===== src/hw/irq_power_pkg.sv =====
// Offsets, bit positions and reset values of the flag and power registers
package irq_power_pkg;

	localparam logic [7:0] FLAGS_OFFSET = 8'h0c;
	localparam logic [7:0] POWER_OFFSET = 8'h8e;

	localparam int TIMER_ONE_BIT = 0;
	localparam int TIMER_TWO_BIT = 1;
	localparam int OSC_FAIL_BIT = 2;
	localparam int COMPARATOR_BIT = 3;
	localparam int UNUSED_FLAG_BIT = 4;
	localparam int CAPTURE_BIT = 5;
	localparam int CONVERSION_BIT = 6;
	localparam int EEPROM_BIT = 7;

	localparam logic [7:0] FLAGS_MASK = 8'hef;
	localparam logic [7:0] FLAGS_RESET = 8'h00;

	localparam int BROWNOUT_BIT = 0;
	localparam int POWER_ON_BIT = 1;
	localparam int SOFT_BROWNOUT_BIT = 4;
	localparam int ULTRA_WAKE_BIT = 5;

	localparam logic POWER_ON_RESET = 1'b0;
	localparam logic BROWNOUT_RESET = 1'b0;
	localparam logic SOFT_BROWNOUT_RESET = 1'b1;
	localparam logic ULTRA_WAKE_RESET = 1'b0;

	localparam logic [1:0] CONFIG_SOFTWARE = 2'h1;
	localparam logic [1:0] CONFIG_OFF = 2'h0;

	localparam int SYNC_STAGES = 3;

endpackage


===== src/hw/irq_power_regs.sv =====
// Peripheral interrupt flag register and power control register
//
// The strobed register port was decided locally.
module irq_power_regs
	import irq_power_pkg::*;
#(
	parameter int ADDRESS_WIDTH = 8
)
(
	// Clock and power-on reset
	input wire logic i_clock,
	input wire logic i_reset,
	// Register port
	input wire logic [ADDRESS_WIDTH-1:0] i_address,
	input wire logic [7:0] i_write_data,
	input wire logic i_write_strobe,
	input wire logic i_read_strobe,
	output logic [7:0] o_read_data,
	// Peripheral event pulses
	input wire logic i_timer_one_overflow,
	input wire logic i_timer_two_match,
	input wire logic i_oscillator_fail,
	input wire logic i_comparator_change,
	input wire logic i_capture_compare,
	input wire logic i_conversion_done,
	input wire logic i_eeprom_write_done,
	// Brown-out detector and configuration
	input wire logic i_brownout_detected,
	input wire logic [1:0] i_brownout_config_field,
	// Status towards the core
	output logic [7:0] o_peripheral_irq_flags,
	output logic o_ultra_low_wake_enable,
	output logic o_brownout_detect_enable
);

	// Refuse address widths that cannot hold the offsets
	if (ADDRESS_WIDTH < 8)
	begin : g_address_width_check
		$error("ADDRESS_WIDTH must be at least 8");
	end

	typedef struct packed {
		logic [7:0] flags;
		logic ultra_low_wake_enable;
		logic soft_brownout_enable;
		logic power_on_flag;
		logic brownout_flag;
		logic [SYNC_STAGES-1:0] brownout_sync;
		logic brownout_level;
		logic brownout_seen;
		logic detect_enable;
		logic [7:0] read_data;
	} state_type;

	state_type state;
	state_type next_state;

	function automatic logic [7:0] power_image(input state_type s);
		logic [7:0] v;
		v = 8'h00;
		v[ULTRA_WAKE_BIT] = s.ultra_low_wake_enable;
		v[SOFT_BROWNOUT_BIT] = s.soft_brownout_enable;
		v[POWER_ON_BIT] = s.power_on_flag;
		v[BROWNOUT_BIT] = s.brownout_flag;
		return v;
	endfunction

	function automatic logic detect_on(input logic [1:0] cfg, input logic soft_bit);
		logic on;
		on = 1'b1;
		if (cfg == CONFIG_SOFTWARE)
			on = soft_bit;
		else if (cfg == CONFIG_OFF)
			on = 1'b0;
		return on;
	endfunction

	logic [7:0] events;
	logic flags_hit;
	logic power_hit;
	logic brownout_event;

	always_comb
	begin
		events = 8'h00;
		events[TIMER_ONE_BIT] = i_timer_one_overflow;
		events[TIMER_TWO_BIT] = i_timer_two_match;
		events[OSC_FAIL_BIT] = i_oscillator_fail;
		events[COMPARATOR_BIT] = i_comparator_change;
		events[CAPTURE_BIT] = i_capture_compare;
		events[CONVERSION_BIT] = i_conversion_done;
		events[EEPROM_BIT] = i_eeprom_write_done;
		flags_hit = i_address == ADDRESS_WIDTH'(FLAGS_OFFSET);
		power_hit = i_address == ADDRESS_WIDTH'(POWER_OFFSET);
		brownout_event = state.brownout_seen && state.detect_enable;
	end

	always_comb
	begin
		next_state = state;
		// Three-stage synchroniser; level counts when stages two and three agree
		next_state.brownout_sync = {state.brownout_sync[SYNC_STAGES-2:0], i_brownout_detected};
		if (state.brownout_sync[1] == state.brownout_sync[2])
			next_state.brownout_level = state.brownout_sync[2];
		// One pulse per rising agreed level, however long the pin stays high
		next_state.brownout_seen = next_state.brownout_level && !state.brownout_level;
		next_state.detect_enable = detect_on(i_brownout_config_field, state.soft_brownout_enable);
		// Flags: software write first, hardware set on top
		if (i_write_strobe && flags_hit)
			next_state.flags = i_write_data & FLAGS_MASK;
		next_state.flags = (next_state.flags | events) & FLAGS_MASK;
		if (i_write_strobe && power_hit)
		begin
			next_state.ultra_low_wake_enable = i_write_data[ULTRA_WAKE_BIT];
			next_state.soft_brownout_enable = i_write_data[SOFT_BROWNOUT_BIT];
			next_state.power_on_flag = i_write_data[POWER_ON_BIT];
			next_state.brownout_flag = i_write_data[BROWNOUT_BIT];
		end
		if (brownout_event)
			next_state.brownout_flag = 1'b0;
		next_state.read_data = 8'h00;
		if (i_read_strobe && flags_hit)
			next_state.read_data = state.flags & FLAGS_MASK;
		else if (i_read_strobe && power_hit)
			next_state.read_data = power_image(state);
	end

	always_ff @(posedge i_clock)
	begin
		if (i_reset)
		begin
			state <= '0;
			state.flags <= FLAGS_RESET;
			state.ultra_low_wake_enable <= ULTRA_WAKE_RESET;
			state.soft_brownout_enable <= SOFT_BROWNOUT_RESET;
			state.power_on_flag <= POWER_ON_RESET;
			state.brownout_flag <= BROWNOUT_RESET;
		end
		else
			state <= next_state;
	end

	assign o_read_data = state.read_data;
	assign o_peripheral_irq_flags = state.flags;
	assign o_ultra_low_wake_enable = state.ultra_low_wake_enable;
	assign o_brownout_detect_enable = state.detect_enable;
endmodule // irq_power_regs


===== config.mk =====
export PLATFORM = sky130hd
export DESIGN_NAME = irq_power_regs
export DESIGN_NICKNAME = d
export VERILOG_FILES = /design/src/hw/irq_power_pkg.sv /design/src/hw/irq_power_regs.sv
export SDC_FILE = /design/constraint.sdc
export NUM_CORES = 1
export LEC_CHECK = 0
export BUFFER_PORTS_ARGS = -buffer_cell sky130_fd_sc_hd__buf_2
export CAP_MARGIN = 10
export CORE_ASPECT_RATIO = 1.5
export CORE_UTILIZATION = 30
export CTS_BUF_LIST = sky130_fd_sc_hd__clkbuf_8 sky130_fd_sc_hd__clkbuf_16
export CTS_CLUSTER_DIAMETER = 80
export DETAILED_ROUTE_END_ITERATION = 12
export PLACE_DENSITY = 0.62
export REMOVE_ABC_BUFFERS = 1
export SETUP_SLACK_MARGIN = 0.15
export SLEW_MARGIN = 20
export SYNTH_ARGS = -nofsm -noshare
export SYNTH_HDL_FRONTEND = slang
export SYNTH_SLANG_ARGS = --single-unit

===== constraint.sdc =====
create_clock -name i_clock -period 1.25 [get_ports i_clock]
set_input_delay 0.0625 -clock i_clock [delete_from_list [all_inputs] [get_ports i_clock]]
set_output_delay 0.0625 -clock i_clock [all_outputs]
set_load 0.01 [all_outputs]

==> results of run 1 <==
## synthesized netlist by cell type
master / instances / area share, %
a211oi_1: 7 / 4.8
a21oi_1: 3 / 1.4
a22oi_1: 3 / 2.1
a311oi_1: 7 / 5.6
and2_1: 1 / 0.57
and2b_1: 1 / 0.69
and3_1: 6 / 3.4
and3_2: 1 / 0.69
and3_4: 1 / 1.0
and4_4: 1 / 1.0
buf_2: 2 / 0.92
buf_4: 16 / 11
buf_6: 3 / 3.1
clkbuf_1: 2 / 0.69
conb_1: 1 / 0.34
dfxtp_1: 25 / 46
mux2i_1: 4 / 3.7
nand2_1: 3 / 1.0
nand2b_1: 4 / 2.3
nand4_1: 1 / 0.57
nor2_1: 14 / 4.8
nor2b_1: 3 / 1.7
nor3_1: 1 / 0.46
nor4_4: 1 / 1.9
o21ai_0: 1 / 0.46
## through the flow
| stage | hold slack [ns] | utilization [%] | setup slack (ns) | area (sq um) |
|---|---|---|---|---|
| after floorplan | 0.132 | - | 0.176 | 922 |
| after global placement | 0.271 | 35.6 | 0.137 | 1230 |
| after detailed placement | 0.281 | 35.6 | 0.101 | 1230 |
| after CTS | 0.00627 | 37.3 | 0.381 | 1290 |
| after global routing | 0.00364 | 37.6 | 0.324 | 1300 |
| final | 0.0117 | 37.6 | 0.386 | 1300 |
## what timing repair did
action,in CTS,in global routing
hold buffers,1,1
hold endpoints to repair,1,1
endpoints found under the setup margin,0,0
## state kept, by name, summed over array words and instances (netlist names)
register and cells:
o_peripheral_irq_flags 7, next_state 2, state 6, o_read_data 8
o_ultra_low_wake_enable 1, o_brownout_detect_enable 1
## final cells by class
type / instances / area share (%)
clock buffer: 3 / 3.19
clock inverter: 1 / 0.579
multi-input combinational: 64 / 32.5
sequential: 25 / 38.6
tap: 42 / 4.05
timing repair buffer: 51 / 21.0
## per-layer routing
layer / share of wire, % / up-vias / GRT usage (%) / wire [um]
met4: 3.1 / 0 / 8.92 / 74
li1: - / 442 / - / -
met1: 43 / 413 / 17.1 / 1020
met3: 5.3 / 7 / 1.61 / 127
met2: 49 / 33 / 20.1 / 1170
met5: 0 / - / 0 / 0
## kinds of logic after synthesis
logic type	share of synthesized area (%)
AO/OA/AOI/OAI	14.3
buffers and inverters	15.7
flip-flops	45.8
multiplexers	3.66
other	0.343
AND/OR/NAND/NOR	20.3
## power breakdown
part	switching, mW	internal [mW]	total [mW]	leakage [nW]
combinational	0.0852	0.0833	0.168	0.357
clock	0.268	0.226	0.494	0.0217
sequential	0.0153	0.819	0.834	0.205
total	0.368	1.13	1.50	0.583
## worst max path at each step
stage | endpoint | startpoint | depth (start not counted) | slack (ns)
6_report | o_peripheral_irq_flags[7] | o_peripheral_irq_flags[7] | 1 | 0.39
5_1_grt | o_read_data[4] | i_address[0] | 5 | 0.32
4_1_cts | o_peripheral_irq_flags[7] | o_peripheral_irq_flags[7] | 1 | 0.38
3_5_place_dp | o_read_data[2] | i_address[0] | 5 | 0.10
3_3_place_gp | o_read_data[4] | i_address[0] | 5 | 0.14
2_1_floorplan | o_peripheral_irq_flags[0] | i_address[1] | 3 | 0.18
==> summary.md, run 1 <==
| Metric | Value |
|---|---|
| Largest net degree at the start of global routing | 21 |
| Commonest non-fill, non-tap cells in the layout | buf_2 (46), dfxtp_1 (25), nor2_1 (14) |
| Setup crit start kind | flop |
| Fmax | 1160 MHz |
| Inserted Clock Buffers | 3 |
| DRT iter0 DRCs | 38 |
| Worst Reg-to-Reg Cells | 2 |
| Port Buffers | 46 |
| Area of the multi-input gates | 422 sq um |
| Flop2flop setup slack | 0.48 ns |
| Vias | 895 |
| Max Cap Viol | 0 |
| R2R Path Start | o_peripheral_irq_flags[7] |
| RSZ-0062 raised after global routing | false |
| Die X | 51.3 um |
| Clock slew at reported path FFs | 0.09 ns |
| Clk_lat worst skew | 0.27 ns |
| Non-Filler Instances | 186 |
| Antenna fix cells | 0 |
| Avg Vias per Cell | 4.81 |
| DP Wirelength | 1.87 mm |
| Top cell family by delay on the critical path | flip-flops |
| CTS sink cnt | 25 |
| Global-route wire length before repair | 3.88 mm |
| Setup crit end kind | output pin |
| Ordered list of cells on the worst path | buf_2 |
| Hold Startpoint | i_brownout_config_field[0] |
| Power Total | 1.50 mW |
| IO Pins | 48 |
| Drt wl/cell | 12.9 um |
| Vias in the first global route | 823 |
| Hold Crit Depth | 3 |
| Part of the cycle the worst path needs | 69.1% |
| Setup TNS | 0 ns |
| DR DRC count | 0 |
| Arrival @ worst endpoint | 0.80 ns |
| Critical path buffer and inverter count | 1 |
| Pre-antenna DRT Iters | 4 |
| Final net count | 175 |
| Synth Cell Area | 0.00109 sq mm |
| Root Buffer | clkbuf_8 |
| Gr usage total | 13.3% |
| Avg Inst Size Synth | 9.76 sq um |
| Core area | 0.00345 sq mm |
| Fillers | 366 |
| Detail Route Antenna Nets | 0 |
| CTS tree | yes |
| Type of the worst setup path | flop to output pin |
| Slowest-stage cell, CP | dfxtp_1 |
| Row cnt | 26 |
| CP required | 1.19 ns |
| Most common cell after layout, fill and taps aside | buf_2 |
| Syn Inst Count | 112 |
| Hold crit path type | input pin to flop |
| Seq/Total Area, Yosys | 45.8% |
| Reg area | 500 sq um |
| Max clock buf depth | 2 |
| Initial antenna violation count | 0 |
| Worst-path fanout max | 3 |
| Final Hold Viols | 0 |
| Global route overflow | 0 |
| Max IR drop VDD | 0.618 mV |
| Initial Utilization | 31.7% |
| DIE AREA | 0.00390 sq mm |
| Slowest cell delay on critical path | 0.37 ns |
| Status | finished clean |
| GP Congestion | 0.772 |
| Clk_skew | 0.00277 ns |
| Fraction of layout cells with a size suffix above 1 | 39.6% |
| WHS Endpoint | o_brownout_detect_enable |
| Max-slew violations | 0 |
| Power density cells | 1150 mW/mm^2 |
| Post-CTS Setup Inserts | 0 |
| Routed WL | 2.39 mm |
| # setup viols final | 0 |
| Htree depth | 1 |
| Layout area overhead | 18.5% |
| Fin crit period | 0.864 ns |
| Synth Warn # | 0 |
| Reg-to-reg endpoint | o_peripheral_irq_flags[7] |
| LEAKAGE | 0.583 nW |
| Placed insts | 180 |
| Die Height | 75.9 um |
| Cts repair resizes | 0 |
| Seq cells post-synth | 25 |
| Synth cell types | 25 |
(Power assumes the default switching activity.)
==> inputs of run 2 (changes only) <==
clock period = 0.88 ns   (was 1.25 ns; I/O delays follow)
==> run 2 against run 1 <==
Total power increased by 47%. Final area increased by 16%. Sequential share of layout area decreased by 4.2 points. Critical path type is now input pin to flop. Critical endpoint is now o_read_data[3].
==> summary.md, run 2 (synthesis gave the netlist of run 1 again) <==
| Metric | Value |
|---|---|
| Status | finished clean |
| RSZ-0062 raised after global routing | true |
| Worst Reg-to-Reg Cells | 2 |
| Met1 usage | 17.7% |
| Max-slew violations | 0 |
| Hold Crit Depth | 3 |
| Core area | 0.00345 sq mm |
| Routed WL | 2.65 mm |
| Type of the worst setup path | input pin to flop |
| DRT iter0 DRCs | 10 |
| Arrival @ worst endpoint | 1.07 ns |
| Avg Vias per Cell | 4.82 |
| Met2 Usage GRT | 25.0% |
| Internal power | 1.66 mW |
| CTS sink cnt | 25 |
| Worst hold margin | 0.00167 ns |
| Root Buffer | clkbuf_8 |
| LEAKAGE | 0.655 nW |
| Commonest non-fill, non-tap cells in the layout | buf_2 (31), buf_6 (16), nor2_1 (14) |
| Clk_skew | 0.000547 ns |
| Pre-antenna DRT Iters | 4 |
| Largest net degree at the start of global routing | 21 |
| Setup crit end kind | flop |
| Initial Utilization | 31.7% |
| Die X | 51.3 um |
| Power density cells | 1460 mW/mm^2 |
| DP Wirelength | 1.99 mm |
| DIE AREA | 0.00390 sq mm |
| Layout area overhead | 37.4% |
| Initial antenna violation count | 0 |
| Row cnt | 26 |
| Clock slew at reported path FFs | 0.09 ns |
| Sw Pwr | 0.537 mW |
| Max IR drop VDD | 1.11 mV |
| Global-route wire length before repair | 4.41 mm |
| Port Buffers | 46 |
| Power Total | 2.20 mW |
| IO Pins | 48 |
| Fraction of layout cells with a size suffix above 1 | 53.9% |
| Fin crit period | 0.849 ns |
| Logic gate share of total power | 13.8% |
| M3 GR Usage | 2.41% |
| Reg power frac | 54.5% |
| Clk pwr share | 31.7% |
| Vias | 945 |
| Ordered list of cells on the worst path | buf_6, nor4_4, buf_6, and4_4, and3_4 |
| Gr busiest metal | met2 |
| Vias in the first global route | 996 |
| Setup crit start kind | input pin |
| GP Congestion | 0.752 |
| Sw Ratio | 24.4% |
| Hold crit path type | input pin to flop |
| Inserted Clock Buffers | 3 |
| Most frequent cell on the critical path | buf_6 |
| Final net count | 185 |
| DR DRC count | 0 |
| Htree depth | 1 |
| Max Cap Viol | 0 |
| Fmax | 1180 MHz |
| CTS tree | yes |
| Max clock buf depth | 2 |
| Max FFs per register | 8 |
| Most common cell after layout, fill and taps aside | buf_2 |
| CP required | 1.10 ns |
| Gr usage total | 14.9% |
| Worst-path fanout max | 5 |
| Placed insts | 187 |
| Final Hold Viols | 0 |
| Non-Filler Instances | 196 |
| Slowest cell delay on critical path | 0.37 ns |
| Drt wl/cell | 13.5 um |
| Setup TNS | 0 ns |
| Antenna fix cells | 0 |
| Slowest-stage cell, CP | nor4_4 |
| Final core utilization | 43.6% |
| # setup viols final | 0 |
| Global route overflow | 0 |
| Part of the cycle the worst path needs | 96.5% |
| Die Height | 75.9 um |
| Clk_lat worst skew | 0.27 ns |
| Detail Route Antenna Nets | 0 |
-- run 2: cell types whose count changed in the layout (fill, tap and decap cells not counted) --
cell and change:
and3_1 -1, o21ai_2 +1, a22oi_2 +1, and3_2 -1, buf_6 +16, buf_4 +9, buf_2 -15, dfxtp_2 +13
and3_4 +2, dfxtp_1 -13, a22oi_1 -1, o21ai_0 -1
-- run 2: worst max-delay path, delay by kind of cell --
family	cells	cell delay [ns]
buffers and inverters	2	0.28
AND/OR/NAND/NOR	3	0.75
-- run 2: power groups by stage --
stage | logic, mW | clock network [mW] | registers, mW
final | 0.303 | 0.698 | 1.20
after floorplan | 0.0766 | 0 | 1.22
after global placement | 0.244 | 0 | 1.21
after detailed placement | 0.250 | 0 | 1.21
after CTS | 0.295 | 0.705 | 1.20
after global routing | 0.324 | 0.774 | 1.20
-- run 2: final timing paths --
path,from,to,slack (ns)
hold reg to reg,state[13],state[9],0.46
setup reg to reg,o_peripheral_irq_flags[6],o_peripheral_irq_flags[6],0.13
hold / removal,i_brownout_config_field[0],o_brownout_detect_enable,0.002
setup / recovery,i_address[5],o_read_data[3],0.03
-- run 2: timing repair --
item                                   in CTS  in global routing
endpoints found under the hold margin       2                  0
gates cloned                                1                  0
hold buffers                                2                  0
pin swaps                                  11                  5
setup buffers                               1                  1
setup endpoints to repair                  38                 37
resized for setup                          22                 13
-- run 2: metrics by stage --
stage / area [sq um] / worst slack (ns)
floorplan: 922 / -0.175
global placement: 1280 / -0.218
detailed placement: 1280 / -0.252
CTS: 1450 / 0.0540
global route: 1500 / 0.00774
finish: 1500 / 0.0306
-- run 2: layout make-up --
class	instances	area, sq um
timing repair buffer	61	445
fill	354	1950
sequential	25	517
tap	42	52.6
multi-input combinational	64	439
clock inverter	1	7.51
clock buffer	3	41.3
-- run 2: per-layer routing --
| metal | vias to the layer above | share of wire, % |
|---|---|---|
| li1 | 461 | - |
| met1 | 446 | 41 |
| met2 | 34 | 52 |
| met3 | 4 | 5.6 |
| met4 | 0 | 1.5 |
| met5 | - | 0 |
